File: config.mk
export PLATFORM = sky130hd
export DESIGN_NAME = irq_enable_priority_slice
export DESIGN_NICKNAME = d
export VERILOG_FILES = /design/src/irq_slice_pkg.sv /design/src/irq_enable_priority_slice.sv /design/src/prio_gate.sv
export SDC_FILE = /design/constraint.sdc
export NUM_CORES = 1
export LEC_CHECK = 0
export BUFFER_PORTS_ARGS = -buffer_cell sky130_fd_sc_hd__buf_2
export CORE_ASPECT_RATIO = 0.8
export CORE_UTILIZATION = 43
export CTS_BUF_LIST = sky130_fd_sc_hd__clkbuf_8
export DETAILED_ROUTE_END_ITERATION = 10
export PLACE_DENSITY = 0.9
export SETUP_SLACK_MARGIN = 0.15
export SKIP_CTS_REPAIR_TIMING = 1
export SYNTH_ARGS = -nofsm -noshare
export SYNTH_HDL_FRONTEND = slang
export SYNTH_SLANG_ARGS = --single-unit
File: constraint.sdc
create_clock -name core_clk -period 1.3 [get_ports core_clk]
set_input_delay 0.26 -clock core_clk [delete_from_list [all_inputs] [get_ports core_clk]]
set_output_delay 0.26 -clock core_clk [all_outputs]
set_load 0.01 [all_outputs]
File: src/irq_slice_pkg.sv
package irq_slice_pkg;

   // Register byte offsets on the bus
   localparam logic [7:0]  ENABLE_OFS      = 8'h00;
   localparam logic [7:0]  PRIORITY_OFS    = 8'h04;

   localparam int          REG_W           = 16;
   localparam int          PRIO_W          = 3;
   localparam int          SRC_N           = 4;
   localparam int          PRIO_SRC_N      = 2;

   // Enable register bit positions
   localparam int          CAN_EVENT_BIT   = 3;
   localparam int          CAN_RX_BIT      = 2;
   localparam int          SP2_EVENT_BIT   = 1;
   localparam int          SP2_ERROR_BIT   = 0;

   // Priority register field positions
   localparam int          QEI_PRIO_LSB    = 12;
   localparam int          PWM_PRIO_LSB    = 4;

   // Reset values, and the priority value that switches a source off
   localparam logic [3:0]  ENABLE_RESET    = 4'h0;
   localparam logic [2:0]  PRIO_RESET      = 3'h4;
   localparam logic [2:0]  PRIO_OFF        = 3'h0;

   // Enable bits that survive a write when no CAN controller is fitted, and when one is
   localparam logic [3:0]  NO_CAN_EN_MASK  = 4'h3;
   localparam logic [3:0]  FULL_EN_MASK    = 4'hF;

   // Bits that can ever read as one
   localparam logic [31:0] READ_MASK       = 32'h0000_707F;

   typedef enum logic [1:0] {
      SEL_NONE     = 2'b00,
      SEL_ENABLE   = 2'b01,
      SEL_PRIORITY = 2'b10
   } regSel_e;

endpackage : irq_slice_pkg

File: src/irq_enable_priority_slice.sv
`timescale 1ns/1ps

module irq_enable_priority_slice #(
   parameter bit HAS_CAN = 1'b1,
   parameter int ADDR_W  = 32
) (
   input  wire logic              core_clk,
   input  wire logic              rst_n,
   input  wire logic              clkEn,
   input  wire logic              hsel,
   input  wire logic [ADDR_W-1:0] haddr,
   input  wire logic [1:0]        htrans,
   input  wire logic              hwrite,
   input  wire logic [2:0]        hsize,
   input  wire logic [31:0]       hwdata,
   input  wire logic              hready,
   output logic                   hreadyout,
   output logic [31:0]            hrdata,
   output logic                   hresp,
   input  wire logic              canEventReq,
   input  wire logic              canRxReadyReq,
   input  wire logic              serialPort2EventReq,
   input  wire logic              serialPort2ErrorReq,
   input  wire logic              quadDecoder2Req,
   input  wire logic              pwmSecondaryEventReq,
   output logic                   canEventIrq,
   output logic                   canRxReadyIrq,
   output logic                   serialPort2EventIrq,
   output logic                   serialPort2ErrorIrq,
   output logic                   quadDecoder2Irq,
   output logic [2:0]             quadDecoder2Level,
   output logic                   pwmSecondaryEventIrq,
   output logic [2:0]             pwmSecondaryEventLevel
);

   if (ADDR_W < 3) begin : g_bad_addr
      $error("irq_enable_priority_slice: ADDR_W must be at least 3");
   end

   typedef struct packed {
      logic [3:0]                        enable;
      logic [2:0]                        qeiPrio;
      logic [2:0]                        pwmPrio;
      logic                              wrPend;
      irq_slice_pkg::regSel_e            sel;
      logic [31:0]                       rdata;
      logic [3:0]                        irq;
      logic [1:0]                        prioIrq;
      logic [1:0][2:0]                   prioLvl;
   } state_s;

   localparam state_s ST_RESET = '{
      enable:  irq_slice_pkg::ENABLE_RESET,
      qeiPrio: irq_slice_pkg::PRIO_RESET,
      pwmPrio: irq_slice_pkg::PRIO_RESET,
      wrPend:  1'b0,
      sel:     irq_slice_pkg::SEL_NONE,
      rdata:   32'h0000_0000,
      irq:     4'h0,
      prioIrq: 2'h0,
      prioLvl: 6'h00
   };

   localparam logic [3:0] EN_MASK =
      HAS_CAN ? irq_slice_pkg::FULL_EN_MASK : irq_slice_pkg::NO_CAN_EN_MASK;

   logic [1:0]      rstPipe;
   logic            rstSync;
   state_s          st;
   state_s          nxt;
   logic [3:0]      srcReq;
   logic [1:0]      prioSrc;
   logic [1:0][2:0] prioFld;
   logic [1:0][2:0] prioLvl;
   logic [1:0]      prioGrant;

   // Word-aligned decode; everything else answers zero
   function automatic irq_slice_pkg::regSel_e regSel(input logic [ADDR_W-1:0] a);
      if (a == ADDR_W'(irq_slice_pkg::ENABLE_OFS)) begin
         return irq_slice_pkg::SEL_ENABLE;
      end
      if (a == ADDR_W'(irq_slice_pkg::PRIORITY_OFS)) begin
         return irq_slice_pkg::SEL_PRIORITY;
      end
      return irq_slice_pkg::SEL_NONE;
   endfunction : regSel

   function automatic logic [31:0] readBack(input irq_slice_pkg::regSel_e s,
                                            input state_s v);
      logic [31:0] r;
      r = 32'h0000_0000;
      unique case (s)
         irq_slice_pkg::SEL_ENABLE: begin
            r[3:0] = v.enable;
         end
         irq_slice_pkg::SEL_PRIORITY: begin
            r[irq_slice_pkg::QEI_PRIO_LSB +: 3] = v.qeiPrio;
            r[irq_slice_pkg::PWM_PRIO_LSB +: 3] = v.pwmPrio;
         end
         irq_slice_pkg::SEL_NONE: begin
            r = 32'h0000_0000;
         end
         default: begin
            r = 32'h0000_0000;
         end
      endcase
      return r & irq_slice_pkg::READ_MASK;
   endfunction : readBack

   // Reset release through two flops
   always_ff @(posedge core_clk or negedge rst_n) begin
      if (!rst_n) begin
         rstPipe <= 2'b00;
      end else if (clkEn) begin
         rstPipe <= {rstPipe[0], 1'b1};
      end
   end
   assign rstSync = rstPipe[1];

   assign srcReq  = {canEventReq, canRxReadyReq, serialPort2EventReq, serialPort2ErrorReq};
   assign prioSrc = {quadDecoder2Req, pwmSecondaryEventReq};
   assign prioFld = {st.qeiPrio, st.pwmPrio};

   for (genvar i = 0; i < irq_slice_pkg::PRIO_SRC_N; i++) begin : g_prio
      prio_gate #(
         .PRIO_W (irq_slice_pkg::PRIO_W)
      ) u_gate (
         .req   (prioSrc[i]),
         .prio  (prioFld[i]),
         .grant (prioGrant[i]),
         .level (prioLvl[i])
      );
   end

   always_comb begin
      nxt = st;
      if (clkEn) begin
         // Write data phase lands here
         if (st.wrPend) begin
            unique case (st.sel)
               irq_slice_pkg::SEL_ENABLE: begin
                  nxt.enable = hwdata[3:0] & EN_MASK;
               end
               irq_slice_pkg::SEL_PRIORITY: begin
                  nxt.qeiPrio = hwdata[irq_slice_pkg::QEI_PRIO_LSB +: 3];
                  nxt.pwmPrio = hwdata[irq_slice_pkg::PWM_PRIO_LSB +: 3];
               end
               irq_slice_pkg::SEL_NONE: begin
                  nxt.wrPend = 1'b0;
               end
               default: begin
                  nxt.wrPend = 1'b0;
               end
            endcase
         end
         nxt.wrPend = 1'b0;
         nxt.sel    = irq_slice_pkg::SEL_NONE;
         if (hsel && hready && htrans[1]) begin
            nxt.sel    = regSel(haddr);
            nxt.wrPend = hwrite;
            // Read sees a write finishing in the same cycle
            nxt.rdata  = hwrite ? 32'h0000_0000 : readBack(regSel(haddr), nxt);
         end
         nxt.irq     = srcReq & st.enable;
         nxt.prioIrq = prioGrant;
         nxt.prioLvl = prioLvl;
      end
   end

   always_ff @(posedge core_clk or negedge rstSync) begin
      if (!rstSync) begin
         st <= ST_RESET;
      end else begin
         st <= nxt;
      end
   end

   assign hreadyout              = clkEn;
   assign hresp                  = 1'b0;
   assign hrdata                 = st.rdata;
   assign canEventIrq            = st.irq[irq_slice_pkg::CAN_EVENT_BIT];
   assign canRxReadyIrq          = st.irq[irq_slice_pkg::CAN_RX_BIT];
   assign serialPort2EventIrq    = st.irq[irq_slice_pkg::SP2_EVENT_BIT];
   assign serialPort2ErrorIrq    = st.irq[irq_slice_pkg::SP2_ERROR_BIT];
   assign quadDecoder2Irq        = st.prioIrq[1];
   assign quadDecoder2Level      = st.prioLvl[1];
   assign pwmSecondaryEventIrq   = st.prioIrq[0];
   assign pwmSecondaryEventLevel = st.prioLvl[0];

   // A frozen cycle holds the outputs, so only freshly updated ones are traced back
   chk_can_event_gate: assert property (@(posedge core_clk) disable iff (!rstSync)
      canEventIrq && $past(clkEn) |-> $past(canEventReq) && $past(st.enable[3]))
      else $error("CAN event irq without enabled request");

   chk_can_rx_gate: assert property (@(posedge core_clk) disable iff (!rstSync)
      (clkEn && canRxReadyReq && st.enable[2]) |=> canRxReadyIrq)
      else $error("CAN rx ready request not passed");

   chk_sp2_event_gate: assert property (@(posedge core_clk) disable iff (!rstSync)
      (clkEn && serialPort2EventReq && st.enable[1]) |=> serialPort2EventIrq)
      else $error("Serial port 2 event request not passed");

   chk_enable_blocks: assert property (@(posedge core_clk) disable iff (!rstSync)
      (clkEn && !st.enable[0]) |=> !serialPort2ErrorIrq)
      else $error("Disabled request reached arbitration");

   chk_no_can_enables: assert property (@(posedge core_clk) disable iff (!rstSync)
      HAS_CAN || (st.enable[3:2] == 2'b00 && !canEventIrq && !canRxReadyIrq))
      else $error("CAN enable set on a part without CAN");

   chk_qei_prio_write: assert property (@(posedge core_clk) disable iff (!rstSync)
      (clkEn && st.wrPend && st.sel == irq_slice_pkg::SEL_PRIORITY)
      |=> st.qeiPrio == $past(hwdata[14:12]))
      else $error("Quadrature priority field not written");

   chk_level_follows: assert property (@(posedge core_clk) disable iff (!rstSync)
      pwmSecondaryEventIrq && $past(clkEn) |-> pwmSecondaryEventLevel == $past(st.pwmPrio)
                             && pwmSecondaryEventLevel != 3'h0)
      else $error("PWM secondary level differs from its field");

   chk_zero_prio_off: assert property (@(posedge core_clk) disable iff (!rstSync)
      (clkEn && st.qeiPrio == 3'h0) |=> !quadDecoder2Irq && quadDecoder2Level == 3'h0)
      else $error("Zero priority source took part in arbitration");

   chk_reset_values: assert property (@(posedge core_clk) disable iff (!rst_n)
      $rose(rstSync) |-> st.qeiPrio == 3'h4 && st.pwmPrio == 3'h4 && st.enable == 4'h0)
      else $error("Wrong values after reset");

   chk_unused_zero: assert property (@(posedge core_clk) disable iff (!rstSync)
      (hrdata & ~irq_slice_pkg::READ_MASK) == 32'h0000_0000)
      else $error("Unimplemented bit read as one");

endmodule : irq_enable_priority_slice

File: src/prio_gate.sv
`timescale 1ns/1ps

module prio_gate #(
   parameter int PRIO_W = 3
) (
   input  wire logic              req,
   input  wire logic [PRIO_W-1:0] prio,
   output logic                   grant,
   output logic      [PRIO_W-1:0] level
);

   if (PRIO_W < 1) begin : g_bad_width
      $error("prio_gate: PRIO_W must be at least 1");
   end

   // A zero field removes the source from arbitration altogether
   always_comb begin
      grant = req && (prio != '0);
      level = grant ? prio : '0;
   end

endmodule : prio_gate
* Yosys cells after proc, flatten, opt, wreduce, memory -nomap -nowiden
Cells that the tools add are included.
Word-level totals: bits in registers 59, bits of input ports 81, output and inout port bits 46, logic and storage cells 50
Cells by class: equality and inequality tests 5, muxes and demuxes 24, bitwise gates (word level) 1, reductions and logical operators 9
Operator list (number):
- two-way mux 35 bit | 1
- == test 32 x 3 -> 1 bit, second input constant | 1
- zero test 32 bit | 1
- two-way mux 15 bit | 1
- two-way mux 2 bit | 6
- two-way mux 3 bit | 4
- two-way mux 11 bit | 1
- two-way mux 1 bit | 8
- two-way mux 4 bit | 2
- two-way mux 6 bit | 1
- nonzero test 3 bit | 2
- AND 4 bit | 1
- == test 2 x 1 -> 1 bit, second input constant | 2
- == test 2 bit, second input constant | 2
- logical AND 1 bit | 4
- AND reduction 2 bit | 1
- OR reduction 2 bit | 1

* Logic depth before layout (Yosys ltp)
depth after elaboration 15, gate-level depth with buffers 5, depth with buffers taken out 4

* Cells and area by module
A second synthesis with hierarchy kept.
Unflattened totals: cell total of the unflattened synthesis 190, area total of the unflattened synthesis 1938.1 um^2
Modules (own cells, without submodules):
- irq_enable_priority_slice | instances 1, cells each 182, area an instance 1880.6 um^2, seq. area each 928.4 um^2
- prio_gate | instances 2, cells each 4, area an instance 28.8 um^2, seq. area each 0.0 um^2

* Worst setup path after synthesis
Ideal clock, no wire load.
kind flip-flop to flip-flop, start register, netlist name rstPipe[1], end register rstPipe[1], library setup time 0.070 ns, data arrival time 1.350 ns, data required time 1.230 ns, slack -0.120 ns, stages on the path, launching flop included 2, path buffers 0, clock period less this slack 1.420 ns, cells stage by stage dfrtp_1 > mux2_2
RTL lines:
- to (signal assigned) | RTL line irq_enable_priority_slice.sv:115 | rstPipe <= {rstPipe[0], 1'b1};
- to (decl) | RTL line irq_enable_priority_slice.sv:67 | logic [1:0] rstPipe;

* Final worst setup path
start register st[44] (netlist bit), end register st, in the netlist prioFld[1]
Between the ends: word-level cells in the longest chain between the ends 3
Ends and longest elaborated chain:
- from (decl) | RTL line irq_enable_priority_slice.sv:69 | state_s st;
- from (signal assigned) | RTL line irq_enable_priority_slice.sv:174 | st <= nxt;
- == test 2 bit | RTL line irq_enable_priority_slice.sv:140 | unique case (st.sel)
- two-way mux 6 bit | RTL line irq_enable_priority_slice.sv:140
- two-way mux 11 bit | RTL line irq_enable_priority_slice.sv:139 | if (st.wrPend) begin
Every way passes these cells. A chain may end at the register's enable or synchronous reset.

==> run_results.csv <==
group,metric,value,unit
setup_path,rr_worst_depth,4,
routing,ant_nets,0,
hold_path,min_path_type,"in2reg",
routing,drcViolationCount,0,
clocking,cts.clk_slew.worst_paths,70,ps
grt,antenna_found_initial,0,
power_and_ir_drop,p_per_area,1080,nW/um^2
placed_design,dp_hpwl,2975,microns
clocking,clk_latency,290,ps
clocking,clk_path_buf_depth,2,
logic_synthesis,syn_inst,197,
final_layout,final-instance-count-excl-fill,322,
sta,rsz0062_at_grt,"true",
flow_run,drv_cap,0,
placed_design,pre_cts_ws,-165.3,ps
sta,fin_skew,7.863,ps
sta,timing.final.ws_setup,56.83,ps
routing,first_iter_violations,48,
placed_design,gp_congestion,0.7363,
final_layout,antennaDiodeCount,0,
sta,clock.fmax,0.8044,GHz
setup_path,timing.rr.end,"prioFld[1]",
floorplanning,fp.dieW,76.65,microns
sta,slew_violations,0,
logic_synthesis,syn_avg_cell_area,9.730,sq um
placed_design,dpl_cell_area,2193,sq um
final_layout,finalInstanceArea,2344,sq um
logic_synthesis,yosys_register_bits,37,
floorplanning,rows,21,
setup_path,crit_start,"st[44]",
routing,drtPass1Iterations,4,
sta,post-route-period-util,0.9563,
final_layout,mostFrequentLayoutCell,"buf_2",
grt,grt_max_degree,36,
setup_path,critical_path_arrival,1410,ps
run_status,status,"completed",
clocking,cts_sinks,37,
setup_path,rr_startpoint,"st[44]",
routing,viasPerCell,4.714,
grt,grt_pass1_vias,1451,
clocking,htreeDepth,2,
setup_path,criticalPathCategory,"reg2reg",
logic_synthesis,ys_warn_count,0,
grt,grt_overflow_total,0,
sta,tns,0,ps
floorplanning,ioPinCount,127,
setup_path,cp-end-kind,"flop",
hold_path,hold_depth,3,
grt,grt_pass1_wl,6244,microns
setup_path,cp_max_fo,6,
floorplanning,coreArea,4230,sq um
setup_path,cp-endpoint,"prioFld[1]",
final_layout,fin_nets,345,
grt,gr-usage-all-layers,0.1737,
sta,min_period,1243,ps
placed_design,numPortBuffers,77,
power_and_ir_drop,leakagePower,1.202,nW
logic_synthesis,synth_cell_type_count,27,
floorplanning,start_util,0.4531,
final_layout,drive_above_1_share,0.4075,
placed_design,dp_cells,313,
clocking,cts_tree,"done",
routing,wl_per_cell,12.19,microns
sta,holdWs,220.1,ps
final_layout,area_growth_syn_to_layout,22.26,%
routing,totalWireLength,3924,microns
clocking,clockRootBuffer,"clkbuf_8",
sta,hold_viol,0,
logic_synthesis,seq_area_frac_synth,0.4843,
floorplanning,die_h,61.72,microns
setup_path,critPathLaunchType,"flop",
floorplanning,dieArea,4731,sq um
routing,vias,1518,
sta,setup_viol,0,
logic_synthesis,synth_area,1917,sq um
final_layout,layout_common_cells,"buf_2, dfrtp_1, conb_1",
power_and_ir_drop,peakVddDrop,0.0005388,V
clocking,cts-buffers-inserted,5,
setup_path,regToRegSetupSlack,60,ps
setup_path,crit_required,1470,ps
metal layers:
metal / track usage / up-vias / part of all wire
met5: 0 / - / 0
met4: 0.07143 / 0 / 0.013
met3: 0.04526 / 6 / 0.052
met2: 0.3295 / 54 / 0.52
met1: 0.1938 / 719 / 0.41
li1: - / 739 / -
sequential cells by signal, indices dropped and copies added (netlist names):
name / cells
canEventIrq: 1
canRxReadyIrq: 1
hrdata: 10
prioFld: 6
pwmSecondaryEventIrq: 1
pwmSecondaryEventLevel: 3
quadDecoder2Irq: 1
quadDecoder2Level: 3
rstPipe: 2
serialPort2ErrorIrq: 1
serialPort2EventIrq: 1
st: 7
Yosys cell counts (all sizes together):
library cell,instances,area (sq um)
nand4,1,12.51
and4,1,8.760
mux2,2,22.52
mux2i,10,100.1
or2b,1,7.510
nand3,11,55.05
nand4b,1,23.77
nor4,7,43.79
buf,42,312.8
dfstp,2,52.55
nand3b,2,15.01
nor2,10,37.54
clkbuf,5,18.77
nor3,1,5.000
nor3b,1,7.510
inv,14,52.55
and4b,1,11.26
o2bb2ai,3,26.28
dfrtp,35,875.8
o21ai,22,110.1
o311ai,2,17.52
conb,1,3.750
a21oi,9,45.04
or2,1,6.260
nand2,12,45.04
critical path, stage by stage (launching register included):
cell and delay (ps):
dfrtp_1 400, nand3b_1 240, buf_12 190, mux2i_2 200, a21oi_1 90
kinds of logic after synthesis:
logic type,synth area share
buffers and inverters,0.2004
AND/OR/NAND/NOR,0.1456
flip-flops,0.4843
AO/OA/AOI/OAI,0.1038
multiplexers,0.06397
other,0.001956
cell type report:
cell class	count	area, sq um
Sequential cell	37	929.6
Fill cell	413	1887
Timing Repair Buffer	85	460.4
Tap cell	57	71.32
Clock buffer	6	82.58
Clock inverter	2	7.507
Multi-Input combinational cell	121	739.5
Inverter	14	52.55
worst min path at each step:
stage	from	to	slack (ps)
global route	hwdata[14]	prioFld[5]	230
global placement	rst_n	rstPipe[0]	50
floorplan	rst_n	rstPipe[0]	-40
CTS	rst_n	rstPipe[1]	-260
detailed placement	rst_n	rstPipe[0]	50
finish	canEventReq	canEventIrq	220
stage by stage:
stage | power (mW) | util
2_1_floorplan | 1.613 | -
3_3_place_gp | 1.688 | 0.5185
3_5_place_dp | 1.708 | 0.5185
4_1_cts | 2.514 | 0.5398
5_1_grt | 2.656 | 0.5540
6_report | 2.532 | 0.5540
power breakdown:
group / switching, mW / internal, mW
logic: 0.210 / 0.184
registers: 0.0778 / 1.26
clock network: 0.388 / 0.417
total: 0.676 / 1.86
Power figures use the tool's default switching activity.
